===== src/inc/sciagg_defs.svh =====
/*
 * constants for the event aggregator: widths and reset values.
 * assumes inclusion by bare name from design and bench files.
 */
`ifndef SCIAGG_DEFS_SVH
`define SCIAGG_DEFS_SVH
// ==========================================================
// widths
`define SCIAGG_PM1_W 16
`define SCIAGG_GPE0_W 8
`define SCIAGG_GPE1_W 8
`define SCIAGG_GPE_MAX 256
// ==========================================================
// reset values
`define SCIAGG_STS_RST 1'B0
`define SCIAGG_EN_RST 1'B0
`define SCIAGG_SCI_RST 1'B0
`endif


===== src/inc/sciagg_pkg.sv =====
/*
 * types for the event aggregator.
 * assumes sciagg_defs.svh on the include path.
 */
`default_nettype none
package sciagg_pkg;
    // ==========================================================
    // event sense of one general-purpose input
    typedef enum logic {
        SCIAGG_SENSE_LEVEL = 1'B0,
        SCIAGG_SENSE_EDGE = 1'B1
    } sciagg_sense_t;
endpackage : sciagg_pkg
`default_nettype wire


===== src/sciagg_top.sv =====
/*
 * event aggregator: pm1 a/b and gpe0/gpe1 status/enable into one sci level.
 * assumes synchronous software strobes on i_clk_sys; event inputs are async pins.
 */
// Overview of operation
// - sci while any enabled pm1 status set
// - pm1 status and enable in a,b halves
// - one enable per gpe status bit
// - at most 256 gpe bits overall
// - sci while any enabled gpe status set
// - sci is a shareable level output
// - two gpe blocks, each status and enable
// - gpe status latches until software clears
// - write one clears status, enables read/write
// - each gpe input edge or level sensed
`include "sciagg_defs.svh"
`default_nettype none
module sciagg_top #(
    parameter int PM1_W = `SCIAGG_PM1_W,
    parameter int GPE0_W = `SCIAGG_GPE0_W,
    parameter int GPE1_W = `SCIAGG_GPE1_W
) (
    input wire logic i_clk_sys,
    input wire logic i_rst_n,
    input wire logic [PM1_W-1:0] i_pm1a_evt,
    input wire logic [PM1_W-1:0] i_pm1b_evt,
    input wire logic [PM1_W-1:0] i_pm1a_sts_clr,
    input wire logic [PM1_W-1:0] i_pm1b_sts_clr,
    input wire logic i_pm1a_en_we,
    input wire logic [PM1_W-1:0] i_pm1a_en_wdata,
    input wire logic i_pm1b_en_we,
    input wire logic [PM1_W-1:0] i_pm1b_en_wdata,
    input wire logic [GPE0_W-1:0] i_gpe0_evt,
    input wire logic [GPE1_W-1:0] i_gpe1_evt,
    input wire logic [GPE0_W-1:0] i_gpe0_sense,
    input wire logic [GPE1_W-1:0] i_gpe1_sense,
    input wire logic [GPE0_W-1:0] i_gpe0_sts_clr,
    input wire logic [GPE1_W-1:0] i_gpe1_sts_clr,
    input wire logic i_gpe0_en_we,
    input wire logic [GPE0_W-1:0] i_gpe0_en_wdata,
    input wire logic i_gpe1_en_we,
    input wire logic [GPE1_W-1:0] i_gpe1_en_wdata,
    output logic [PM1_W-1:0] o_pm1a_sts,
    output logic [PM1_W-1:0] o_pm1b_sts,
    output logic [PM1_W-1:0] o_pm1a_en,
    output logic [PM1_W-1:0] o_pm1b_en,
    output logic [GPE0_W-1:0] o_gpe0_sts,
    output logic [GPE1_W-1:0] o_gpe1_sts,
    output logic [GPE0_W-1:0] o_gpe0_en,
    output logic [GPE1_W-1:0] o_gpe1_en,
    output logic o_sci
);
    import sciagg_pkg::*;

    // ==========================================================
    // sizes: pm1 halves side by side, gpe blocks side by side
    localparam int PMW = 2 * PM1_W;
    // total gpe width, kept within the cap by the checker
    localparam int GW = GPE0_W + GPE1_W;

    // ==========================================================
    // flattened views of the pins and strobes
    wire [PMW-1:0] pm_evt = {i_pm1b_evt, i_pm1a_evt};
    wire [PMW-1:0] pm_clr = {i_pm1b_sts_clr, i_pm1a_sts_clr};
    wire [GW-1:0] g_evt = {i_gpe1_evt, i_gpe0_evt};
    wire [GW-1:0] g_sense = {i_gpe1_sense, i_gpe0_sense};
    wire [GW-1:0] g_clr = {i_gpe1_sts_clr, i_gpe0_sts_clr};

    // ==========================================================
    // pm1 pin synchronisers; third stage holds the last level
    // a pin high through reset shows as an edge after release
    logic [PMW-1:0] pm_s1_reg;
    logic [PMW-1:0] pm_s2_reg;
    logic [PMW-1:0] pm_s3_reg;
    always_ff @(posedge i_clk_sys or negedge i_rst_n) begin
        if (!i_rst_n) begin
            pm_s1_reg <= '0;
            pm_s2_reg <= '0;
            pm_s3_reg <= '0;
        end else begin
            pm_s1_reg <= pm_evt;
            pm_s2_reg <= pm_s1_reg;
            pm_s3_reg <= pm_s2_reg;
        end
    end

    // ==========================================================
    // gpe pin synchronisers; third stage holds the last level
    logic [GW-1:0] g_s1_reg;
    logic [GW-1:0] g_s2_reg;
    logic [GW-1:0] g_s3_reg;
    always_ff @(posedge i_clk_sys or negedge i_rst_n) begin
        if (!i_rst_n) begin
            g_s1_reg <= '0;
            g_s2_reg <= '0;
            g_s3_reg <= '0;
        end else begin
            g_s1_reg <= g_evt;
            g_s2_reg <= g_s1_reg;
            g_s3_reg <= g_s2_reg;
        end
    end

    // ==========================================================
    // pm1 set: rising edge only
    wire [PMW-1:0] pm_set = pm_s2_reg & ~pm_s3_reg;

    // ==========================================================
    // pm1 status: write one clears, set wins over clear
    logic [PMW-1:0] pm_sts_reg;
    wire [PMW-1:0] pm_keep = pm_sts_reg & ~pm_clr;
    wire [PMW-1:0] pm_sts_next = pm_set | pm_keep;
    always_ff @(posedge i_clk_sys or negedge i_rst_n) begin
        if (!i_rst_n) begin
            pm_sts_reg <= {PMW{`SCIAGG_STS_RST}};
        end else begin
            pm_sts_reg <= pm_sts_next;
        end
    end

    // ==========================================================
    // pm1 enables: each half loads whole from its own strobe
    logic [PMW-1:0] pm_en_reg;
    wire [PM1_W-1:0] pm1a_en_old = pm_en_reg[PM1_W-1:0];
    wire [PM1_W-1:0] pm1b_en_old = pm_en_reg[PMW-1:PM1_W];
    wire [PM1_W-1:0] pm1a_en_next = i_pm1a_en_we ? i_pm1a_en_wdata : pm1a_en_old;
    wire [PM1_W-1:0] pm1b_en_next = i_pm1b_en_we ? i_pm1b_en_wdata : pm1b_en_old;
    wire [PMW-1:0] pm_en_next = {pm1b_en_next, pm1a_en_next};
    always_ff @(posedge i_clk_sys or negedge i_rst_n) begin
        if (!i_rst_n) begin
            pm_en_reg <= {PMW{`SCIAGG_EN_RST}};
        end else begin
            pm_en_reg <= pm_en_next;
        end
    end

    // ==========================================================
    // gpe set per bit: rising edge or high level, by sense bit
    logic [GW-1:0] g_set;
    genvar gi;
    generate
        for (gi = 0; gi < GW; gi++) begin : g_bit
            wire g_rise = g_s2_reg[gi] & ~g_s3_reg[gi];
            wire g_edge = (g_sense[gi] == SCIAGG_SENSE_EDGE);
            assign g_set[gi] = g_edge ? g_rise : g_s2_reg[gi];
        end
    endgenerate

    // ==========================================================
    // gpe status: latches until a one is written to clear it
    // a level bit with its pin still high is set again at once
    logic [GW-1:0] g_sts_reg;
    wire [GW-1:0] g_keep = g_sts_reg & ~g_clr;
    wire [GW-1:0] g_sts_next = g_set | g_keep;
    always_ff @(posedge i_clk_sys or negedge i_rst_n) begin
        if (!i_rst_n) begin
            g_sts_reg <= {GW{`SCIAGG_STS_RST}};
        end else begin
            g_sts_reg <= g_sts_next;
        end
    end

    // ==========================================================
    // gpe enables: one per status bit, each block loads whole
    logic [GW-1:0] g_en_reg;
    wire [GPE0_W-1:0] gpe0_en_old = g_en_reg[GPE0_W-1:0];
    wire [GPE1_W-1:0] gpe1_en_old = g_en_reg[GW-1:GPE0_W];
    wire [GPE0_W-1:0] gpe0_en_next = i_gpe0_en_we ? i_gpe0_en_wdata : gpe0_en_old;
    wire [GPE1_W-1:0] gpe1_en_next = i_gpe1_en_we ? i_gpe1_en_wdata : gpe1_en_old;
    wire [GW-1:0] g_en_next = {gpe1_en_next, gpe0_en_next};
    always_ff @(posedge i_clk_sys or negedge i_rst_n) begin
        if (!i_rst_n) begin
            g_en_reg <= {GW{`SCIAGG_EN_RST}};
        end else begin
            g_en_reg <= g_en_next;
        end
    end

    // ==========================================================
    // pending masks: status and enable paired bit for bit
    wire [PMW-1:0] pm_pend = pm_sts_next & pm_en_next;
    wire [GW-1:0] g_pend = g_sts_next & g_en_next;
    wire pm1a_hit = |pm_pend[PM1_W-1:0];
    wire pm1b_hit = |pm_pend[PMW-1:PM1_W];
    wire gpe0_hit = |g_pend[GPE0_W-1:0];
    wire gpe1_hit = |g_pend[GW-1:GPE0_W];
    wire sci_next = pm1a_hit | pm1b_hit | gpe0_hit | gpe1_hit;

    // ==========================================================
    // sci level: registered from next values, so it moves
    // on the same edge as the status and enable outputs
    logic sci_reg;
    always_ff @(posedge i_clk_sys or negedge i_rst_n) begin
        if (!i_rst_n) begin
            sci_reg <= `SCIAGG_SCI_RST;
        end else begin
            sci_reg <= sci_next;
        end
    end

    // ==========================================================
    // status outputs
    assign o_pm1a_sts = pm_sts_reg[PM1_W-1:0];
    assign o_pm1b_sts = pm_sts_reg[PMW-1:PM1_W];
    assign o_gpe0_sts = g_sts_reg[GPE0_W-1:0];
    assign o_gpe1_sts = g_sts_reg[GW-1:GPE0_W];

    // ==========================================================
    // enable outputs
    assign o_pm1a_en = pm_en_reg[PM1_W-1:0];
    assign o_pm1b_en = pm_en_reg[PMW-1:PM1_W];
    assign o_gpe0_en = g_en_reg[GPE0_W-1:0];
    assign o_gpe1_en = g_en_reg[GW-1:GPE0_W];

    // ==========================================================
    // interrupt output: a plain level, shareable by the receiver
    assign o_sci = sci_reg;
endmodule : sciagg_top
`default_nettype wire


===== config.mk =====
export PLATFORM = sky130hd
export DESIGN_NAME = sciagg_top
export DESIGN_NICKNAME = d
export VERILOG_FILES = /design/src/inc/sciagg_pkg.sv /design/src/sciagg_top.sv
export VERILOG_INCLUDE_DIRS = /design/src /design/src/inc
export SDC_FILE = /design/constraint.sdc
export NUM_CORES = 1
export LEC_CHECK = 0
export BUFFER_PORTS_ARGS = -buffer_cell sky130_fd_sc_hd__buf_2
export CAP_MARGIN = 20
export CORE_ASPECT_RATIO = 1.4
export CORE_MARGIN = 2
export CORE_UTILIZATION = 50
export CTS_BUF_LIST = sky130_fd_sc_hd__clkbuf_16
export CTS_CLUSTER_DIAMETER = 200
export CTS_CLUSTER_SIZE = 16
export DETAILED_ROUTE_END_ITERATION = 7
export PLACE_DENSITY_LB_ADDON = 0.15
export SETUP_SLACK_MARGIN = 0.5
export SYNTH_ARGS = -nofsm -noshare
export SYNTH_HDL_FRONTEND = slang
export SYNTH_SLANG_ARGS = --single-unit
export TNS_END_PERCENT = 10

===== constraint.sdc =====
create_clock -name i_clk_sys -period 3 [get_ports i_clk_sys]
set_clock_uncertainty 0.15 [all_clocks]
set_input_delay 0.6 -clock i_clk_sys [delete_from_list [all_inputs] [get_ports i_clk_sys]]
set_output_delay 0.6 -clock i_clk_sys [all_outputs]
set_load 0.01 [all_outputs]

==> results of run 1 <==
[worst min-delay path by stage]
| stage | startpoint | endpoint | depth (start not counted) |
|---|---|---|---|
| after floorplan | i_rst_n | g_en_reg[0]$_DFF_PN0_ | 0 |
| after global placement | pm_s1_reg[21]$_DFF_PN0_ | pm_s2_reg[21]$_DFF_PN0_ | 0 |
| after detailed placement | pm_s1_reg[8]$_DFF_PN0_ | pm_s2_reg[8]$_DFF_PN0_ | 0 |
| after CTS | i_pm1b_evt[9] | pm_s1_reg[25]$_DFF_PN0_ | 1 |
| after global routing | i_pm1b_evt[9] | pm_s1_reg[25]$_DFF_PN0_ | 1 |
| final | i_pm1b_evt[9] | pm_s1_reg[25]$_DFF_PN0_ | 1 |
[area by class of cell]
class                           instances  area [µm²]  share of cell area
Sequential cell                       241        6030               0.606
Multi-Input combinational cell        229        1720               0.173
Timing Repair Buffer                  267        1390               0.139
Clock buffer                           19         475              0.0478
Tap cell                              196         245              0.0246
Inverter                               16        60.1             0.00603
Clock inverter                          3        28.8             0.00289
Antenna cell                            1        2.50            0.000251
[repair_timing]
action                                 in CTS  in global routing
hold buffers                                1                  0
endpoints found under the hold margin      57                  0
gates resized for setup                     0                  0
[through the flow]
step	instance area (µm²)	total power [W]	setup WS, ns
global route	9950	0.00675	0.583
finish	9950	0.00645	0.778
floorplan	7890	0.00393	1.06
detailed placement	9440	0.00431	0.161
CTS	9950	0.00655	0.648
global placement	9440	0.00429	0.235
[placed cells by master (no fill, tap or decap), types with 16 or more instances in the layout]
master     count
a22o_1        24
buf_2        261
clkbuf_16     19
dfrtp_1      241
inv_1         17
mux2_2        34
nand2_1       16
nor2b_1       61
o21ai_0       22
or2_2         32
[per-layer routing]
metal / up-vias / GRT usage
li1: 2201 / -
met1: 2378 / 0.241
met2: 193 / 0.349
met3: 42 / 0.0500
met4: 0 / 0.0744
met5: - / 0
[logic make-up (layout without fill, tap and decap cells)]
kind of cell | Yosys count | after routing
buffers and inverters | 22 | 305
flip-flops | 241 | 241
multiplexers | 48 | 48
other | 0 | 1
AO/OA/AOI/OAI | 56 | 56
AND/OR/NAND/NOR | 125 | 125
[worst max-delay path, stage by stage]
cell	delay, ns
buf_2	0.40
mux2_2	0.40
o21ai_0	0.09
nand4_1	0.16
nor4_1	0.60
nand4_1	0.17
[power by group through the flow]
stage          logic, W  registers [W]  clock network, W
2_1_floorplan  0.000258        0.00367                 0
3_3_place_gp   0.000673        0.00362                 0
3_5_place_dp   0.000686        0.00363                 0
4_1_cts        0.000691        0.00357           0.00229
5_1_grt        0.000748        0.00359           0.00241
6_report       0.000677        0.00357           0.00220
==> results.json, run 1 <==
{
  "synthesis.area_um2": 7890,
  "final_antenna_net_count": 0,
  "wl_met3_um": 1290,
  "p_int_w": 0.00495,
  "gp_congestion": 0.849,
  "status": "finished, final reports clean",
  "yosysMostFrequentCell": "dfrtp_1",
  "cts-root-buf": "clkbuf_16",
  "antenna_found_initial": 1,
  "dp.cells": 948,
  "yosysWarnings": 0,
  "drt-initial-drc-count": 254,
  "min_path_type": "in2reg",
  "yosys.area.top_type": "dfrtp_1",
  "synthXorXnorAreaFrac": 0,
  "ir_drop_mv": 0.515,
  "grt_max_degree": 86,
  "hold_ws_ns": 0.0554,
  "num_io_pins": 263,
  "clk_latency_ns": 0.49,
  "row_count": 54,
  "core_area_um2": 15500,
  "fin_crit_sh": 0.741,
  "worstMarginPinSlew_ns": 0.617,
  "comb_power_share": 0.105,
  "start_util": 0.508,
  "fin_util": 0.640,
  "avgViaCountPerCell": 4.95,
  "cts_tree": "built",
  "timing.rr.end": "o_sci$_DFF_PN0_",
  "wl_met1_um": 6300,
  "stdcell_count": 972,
  "synthMuxAreaShare": 0.0742,
  "post_cts.repair.setup_buffers": 0,
  "dpl.hpwl_um": 12200,
  "ys_top_cells_by_area": "dfrtp_1 (76%), mux2_2 (4.9%), nor2b_1 (4.8%), a22o_1 (2.7%), or2_2 (2.5%)",
  "port_buffers": 262,
  "synth_ff_type": "dfrtp_1",
  "synth.net_count": 658,
  "synthAdderAreaFrac": 0,
  "p_leak_nw": 4.95,
  "final_layout_size_suffix_gt1_frac": 0.480,
  "h-tree-depth": 1,
  "cts_sinks": 241,
  "hold_viol_final": 0,
  "critPathMaxFanout": 16,
  "power_density_nw_per_um2": 648,
  "required_ns": 3.20,
  "synth_edf_count": 0,
  "cts_buffer_depth": 3,
  "rr_worst_depth": 5,
  "top_layer": "met4",
  "cp-endpoint": "o_sci$_DFF_PN0_",
  "setup.worst_path.class": "in2reg",
  "setup_tns_ns": 0,
  "maxCapViolCount": 0,
  "synth_top_family_by_area": "simple AND/OR/NAND/NOR gates",
  "min_period_ns": 2.22,
  "swShare": 0.233,
  "grt-ovfl-total": 0,
  "via_count": 4814,
  "syn_inst": 492,
  "switchingPower_w": 0.00150,
  "cts.clk_slew.worst_paths_ns": 0.07,
  "syn-mean-instance-area_um2": 16.0,
  "power_frac_seq": 0.553,
  "async_flop_share": 1.00,
  "r2r_start": "pm_en_reg[3]$_DFF_PN0_",
  "syn_to_final_growth_pct": 26.1,
  "slew_violations": 0,
  "rrSetupSlack_ns": 1.06,
  "synth-simple-area-share": 0.0948,
  "die_y_um": 153,
  "die_x_um": 110,
  "grt_setup_unrepaired": "false",
  "ys_types": 19,
  "die-area_um2": 16800,
  "wire_per_inst_um": 17.0,
  "first_pass_iters": 4,
  "grt_pass1_vias": 5372,
  "synth_common_cells": "dfrtp_1 (241), nor2b_1 (61), mux2_2 (34), or2_2 (32), a22o_1 (24)",
  "setup.worst_path.start_class": "input port",
  "ys_ff_latch": 241,
  "setup_violations": 0,
  "wl_um": 16500,
  "synth_top_area_share": 0.764,
  "nFillCells": 1178,
  "relSlewSlack": 0.585,
  "timing.fmax_mhz": 450,
  "met2_length_um": 8320,
  "drc_errors": 0,
  "synth_seq_area_share": 0.764,
  "layout.nets": 940,
  "cp.arrival_ns": 2.42,
  "critPathLaunch": "i_pm1a_en_we",
  "end_kind": "register",
  "cts_buffers": 19,
  "grt_pass1_wl_um": 26300,
  "synth_compound_area_frac": 0.0493,
  "grt_usage": 0.202,
  "clockPowerShare": 0.342
}
Power figures use the tool's default switching activity.
==> run 2, diff against run 1 <==
==> constraint.sdc (replaced) <==
create_clock -name i_clk_sys -period 2.1 [get_ports i_clk_sys]
set_clock_uncertainty 0.15 [all_clocks]
set_input_delay 0.42 -clock i_clk_sys [delete_from_list [all_inputs] [get_ports i_clk_sys]]
set_output_delay 0.42 -clock i_clk_sys [all_outputs]
set_load 0.01 [all_outputs]
==> run 2 against run 1 <==
Net effect:
- die area stayed put
- register-to-register slack got worse by 0.81 ns
- worst hold slack got worse by 0.021 ns
- combinational power up 68%
- utilization increased by 4.8 points
- power increased by 45%
- cell area grew 7.4%
- sequential share of layout area shrank 4.2 points
- critical path type is now reg2reg
==> results.json, run 2 (synthesis results as in run 1) <==
{
  "dpl.hpwl_um": 12800,
  "p_total_w": 0.00933,
  "gp_congestion": 0.848,
  "final_common_cell": "buf_2",
  "final_antenna_net_count": 0,
  "hold_viol_final": 0,
  "cts-root-buf": "clkbuf_16",
  "cp.arrival_ns": 2.04,
  "setup_violations": 0,
  "ir_drop_mv": 0.828,
  "cts_buffer_depth": 3,
  "crit_buf_inv": 1,
  "swShare": 0.231,
  "clockPowerShare": 0.332,
  "setup.worst_path.start_class": "register",
  "grt_setup_unrepaired": "true",
  "final_layout_size_suffix_gt1_frac": 0.472,
  "maxCapViolCount": 0,
  "fin_crit_sh": 0.883,
  "grt_usage": 0.212,
  "die_x_um": 110,
  "slowest_stage": "nor4_4",
  "required_ns": 2.29,
  "wl_um": 17600,
  "setup.worst_path.class": "reg2reg",
  "worstMarginPinSlew_ns": 0.336,
  "cts_buffers": 19,
  "relSlewSlack": 0.774,
  "cp_cell_sequence": "mux2_2, o21ai_2, nand4_1, nor4_4, buf_4, nand4_1",
  "min_period_ns": 1.85,
  "power_density_nw_per_um2": 873,
  "layout.nets": 1001,
  "comb_power_share": 0.122,
  "num_io_pins": 263,
  "stdcell_area_um2": 10700,
  "cts_sinks": 241,
  "crit_top_cell": "nand4_1",
  "port_buffers": 262,
  "die-area_um2": 16800,
  "power_frac_seq": 0.547,
  "placed_cell_area_um2": 9550,
  "min_path_type": "in2reg",
  "end_kind": "register",
  "first_pass_iters": 4,
  "antenna_found_initial": 2,
  "grt_pass1_wl_um": 27500,
  "core_area_um2": 15500,
  "via_count": 5034,
  "grt_pass1_vias": 5736,
  "syn_to_final_growth_pct": 35.5,
  "critPathMaxStageDelay_ns": 0.41,
  "p_leak_nw": 5.27,
  "drc_errors": 0,
  "p_int_w": 0.00717,
  "wire_per_inst_um": 17.0,
  "grt_max_degree": 58,
  "cts.clk_slew.worst_paths_ns": 0.07,
  "clk_latency_ns": 0.48,
  "final_cell_mix": "buf_2 (256), dfrtp_1 (241), nor2b_1 (61), dlygate4sd3_1 (49), or2_2 (32)",
  "die_y_um": 153,
  "crit_family": "simple AND/OR/NAND/NOR gates",
  "avgViaCountPerCell": 4.87,
  "grt-ovfl-total": 0,
  "start_util": 0.508,
  "row_count": 54,
  "critPathMaxFanout": 2,
  "fin_util": 0.688,
  "switchingPower_w": 0.00216,
  "cts_tree": "built",
  "status": "finished, final reports clean",
  "drt-initial-drc-count": 179,
  "slew_violations": 0,
  "h-tree-depth": 1,
  "timing.fmax_mhz": 540
}
-- run 2: changes by cell type in the layout (fill, tap and decap cells not counted), moves of 3 or more --
cell	before	now
buf_12	2	6
nor4_1	4	1
buf_6	0	9
o21ai_2	5	12
buf_2	261	256
dlygate4sd3_1	1	49
mux2_4	12	16
o21ai_0	22	15
buf_4	2	7
mux2_2	34	30
-- run 2: final cells by class --
class	count	area [µm²]
Sequential cell	241	6030
Fill cell	1105	4850
Timing Repair Buffer	328	2060
Multi-Input combinational cell	229	1790
Clock buffer	19	475
Tap cell	196	245
Inverter	16	60.1
Clock inverter	2	20.0
Antenna cell	3	7.51
-- run 2: worst paths after layout --
check | from | end | slack (ns) | cells after the start
setup / recovery | pm_en_reg[3]$_DFF_PN0_ | o_sci$_DFF_PN0_ | 0.25 | 6
hold / removal | i_pm1a_en_wdata[4] | pm_en_reg[4]$_DFF_PN0_ | 0.03 | 2
setup reg to reg | pm_en_reg[3]$_DFF_PN0_ | o_sci$_DFF_PN0_ | 0.25 | 6
hold reg to reg | g_s1_reg[11]$_DFF_PN0_ | g_s2_reg[11]$_DFF_PN0_ | 0.18 | 0
max in group asynchronous | i_rst_n | pm_s2_reg[17]$_DFF_PN0_ | 0.92 | 3
min in group asynchronous | i_rst_n | g_s3_reg[13]$_DFF_PN0_ | 0.25 | 2
-- run 2: stage by stage --
step           TNS (ns)  setup slack, ns  instances  hold slack [ns]
3_5_place_dp     -0.344           -0.344        956            0.170
5_1_grt               0            0.144       1033           0.0183
4_1_cts               0            0.225       1031           0.0165
3_3_place_gp     -0.243           -0.243        956            0.161
6_report              0            0.247       1034           0.0340
2_1_floorplan         0            0.354        492          -0.0256
-- run 2: what timing repair did --
action / in CTS / in global routing
hold buffers: 49 / 0
gates resized for setup: 15 / 17
hold endpoints to repair: 165 / 0
buffers inserted: 5 / 0
pin swaps: 4 / 2
setup endpoints to repair: 25 / 80
-- run 2: worst reg2reg max path, cell delays in order (launching register included) --
cell	delay [ns]
dfrtp_1	0.38
mux2_2	0.28
o21ai_2	0.07
nand4_1	0.21
nor4_4	0.41
buf_4	0.17
nand4_1	0.06
-- run 2: metal layers --
metal / track usage / vias up / wire length (µm)
met4: 0.103 / 0 / 786
li1: - / 2331 / -
met3: 0.0441 / 57 / 1210
met1: 0.248 / 2433 / 6560
met2: 0.363 / 213 / 9010
met5: 0 / - / 0
-- run 2: power groups by stage --
stage | Clock [W] | Sequential [W] | Combinational (W)
after floorplan | 0 | 0.00524 | 0.000369
after global placement | 0 | 0.00517 | 0.000989
after detailed placement | 0 | 0.00519 | 0.00101
after CTS | 0.00322 | 0.00510 | 0.00113
after global routing | 0.00341 | 0.00514 | 0.00124
final | 0.00309 | 0.00510 | 0.00114
==> run 3, diff against run 2 <==
--- a/config.mk
+++ b/config.mk
@@ -11,7 +11,7 @@
 export CORE_ASPECT_RATIO = 1.4
 export CORE_MARGIN = 2
 export CORE_UTILIZATION = 50
-export CTS_BUF_LIST = sky130_fd_sc_hd__clkbuf_16
+export CTS_BUF_LIST = sky130_fd_sc_hd__clkbuf_4
 export CTS_CLUSTER_DIAMETER = 200
 export CTS_CLUSTER_SIZE = 16
 export DETAILED_ROUTE_END_ITERATION = 7
==> constraint.sdc (replaced) <==
create_clock -name i_clk_sys -period 1.95 [get_ports i_clk_sys]
set_clock_uncertainty 0.15 [all_clocks]
set_input_delay 0.39 -clock i_clk_sys [delete_from_list [all_inputs] [get_ports i_clk_sys]]
set_output_delay 0.39 -clock i_clk_sys [all_outputs]
set_load 0.01 [all_outputs]
==> run 3 against run 2 <==
Net effect:
- largest cell class unchanged
- the flow now finishes with violations (negative hold slack)
- worst hold slack worse by 0.17 ns
- non-clock buffer count grew 11
- clock power decreased by 39%
- worst setup slack got worse by 0.12 ns
- utilization decreased by 1.5 points
- combinational power is 9% higher
==> results.json, run 3 (synthesis results as in run 1) <==
{
  "status": "complete, but fails checks",
  "violations": "negative hold slack",
  "hold_buffers": 58,
  "die_x_um": 110,
  "die-area_um2": 16800,
  "crit_top_cell": "nand4_1",
  "worstMarginPinSlew_ns": 0.328,
  "row_count": 54,
  "final_common_cell": "buf_2",
  "cts_tree": "built",
  "gp_congestion": 0.844,
  "critPathMaxFanout": 2,
  "slowest_stage": "dfrtp_1",
  "wire_per_inst_um": 16.5,
  "clk_latency_ns": 0.59,
  "p_leak_nw": 5.16,
  "cts_buffers": 19,
  "fin_util": 0.673,
  "setup.worst_path.class": "reg2reg",
  "cts.clk_slew.worst_paths_ns": 0.17,
  "min_period_ns": 1.82,
  "whs_path_depth": 2,
  "avgViaCountPerCell": 4.82,
  "final_antenna_net_count": 0,
  "num_io_pins": 263,
  "antenna_found_initial": 3,
  "timing.fmax_mhz": 548,
  "cp_cell_sequence": "mux2_2, o21ai_1, nand4_1, nor4_4, buf_4, nand4_1",
  "post-place-ws_ns": -0.428,
  "setup_ws_ns": 0.127,
  "syn_to_final_growth_pct": 32.5,
  "dpl.hpwl_um": 12800,
  "first_pass_iters": 4,
  "required_ns": 2.28,
  "hold_ws_ns": -0.131,
  "grt-ovfl-total": 0,
  "grt_pass1_wl_um": 27200,
  "ir_drop_mv": 0.650,
  "port_buffers": 262,
  "grt_pass1_vias": 5643,
  "grt_max_degree": 47,
  "cts_sinks": 241,
  "grt_setup_unrepaired": "true",
  "min_path_type": "in2reg",
  "h-tree-depth": 1,
  "setup_violations": 0,
  "rr_worst_depth": 6,
  "hold_viol_final": 55,
  "final_layout_size_suffix_gt1_frac": 0.467,
  "wl_um": 17300,
  "nFillCells": 1154,
  "critPathMaxStageDelay_ns": 0.40,
  "cp.arrival_ns": 2.15,
  "relSlewSlack": 0.781,
  "slew_violations": 0,
  "end_kind": "register",
  "power_density_nw_per_um2": 825,
  "cts_buffer_depth": 3,
  "layout.nets": 1012,
  "p_total_w": 0.00863,
  "final_cell_mix": "buf_2 (256), dfrtp_1 (241), nor2b_1 (61), dlygate4sd3_1 (58), or2_2 (32)",
  "drt-initial-drc-count": 171,
  "via_count": 5033,
  "rrSetupSlack_ns": 0.13,
  "die_y_um": 153,
  "fin_crit_sh": 0.935,
  "drc_errors": 0,
  "start_util": 0.508,
  "grt_usage": 0.207,
  "cts-root-buf": "clkbuf_4",
  "core_area_um2": 15500,
  "setup.worst_path.start_class": "register",
  "maxCapViolCount": 0
}
-- run 3: what timing repair did --
item	CTS	global route
gates resized for setup	14	15
pin swaps	3	3
setup endpoints to repair	98	104
setup buffers	5	0
hold endpoints to repair	372	62
-- run 3: final timing paths --
check                                     endpoint                     from
max                                o_sci$_DFF_PN0_  pm_en_reg[20]$_DFF_PN0_
min                         pm_en_reg[1]$_DFF_PN0_       i_pm1a_en_wdata[1]
max reg2reg                        o_sci$_DFF_PN0_  pm_en_reg[20]$_DFF_PN0_
min reg2reg                  g_s2_reg[9]$_DFF_PN0_    g_s1_reg[9]$_DFF_PN0_
max in group asynchronous  pm_s3_reg[13]$_DFF_PN0_                  i_rst_n
min in group asynchronous    g_s3_reg[7]$_DFF_PN0_                  i_rst_n
-- run 3: worst max-delay path, delay by kind of cell, from the launching register on --
| kind | cells | cell delay, ns |
|---|---|---|
| AOI/OAI and AO/OA | 1 | 0.08 |
| muxes | 1 | 0.27 |
| and+or+nand+nor | 3 | 0.64 |
| buffers and inverters | 1 | 0.17 |
| DFF | 1 | 0.40 |
-- run 3: report_power, final --
group,switching [W],total (W),internal (W)
logic,0.000582,0.00124,0.000661
clock network,0.00140,0.00190,0.000501
registers,0.000156,0.00549,0.00533
-- run 3: per-layer routing --
metal,share of wire,track usage
met5,0,0
met4,0.029,0.0804
met3,0.065,0.0376
met2,0.53,0.362
met1,0.38,0.252
-- run 3: metrics by stage --
step | cell area, µm² | instances | TNS (ns)
2_1_floorplan | 7900 | 492 | 0
3_3_place_gp | 9560 | 958 | -0.417
3_5_place_dp | 9560 | 958 | -0.428
4_1_cts | 10400 | 1042 | 0
5_1_grt | 10500 | 1045 | 0
6_report | 10500 | 1045 | 0
-- run 3: layout make-up --
class | instances | area, µm² | area share
sequential | 241 | 6030 | 0.577
timing repair buffer | 339 | 2170 | 0.207
multi-input combinational | 229 | 1780 | 0.171
tap | 196 | 245 | 0.0234
clock buffer | 20 | 150 | 0.0144
inverter | 16 | 60.1 | 0.00574
clock inverter | 1 | 16.3 | 0.00156
antenna | 3 | 7.51 | 0.000718
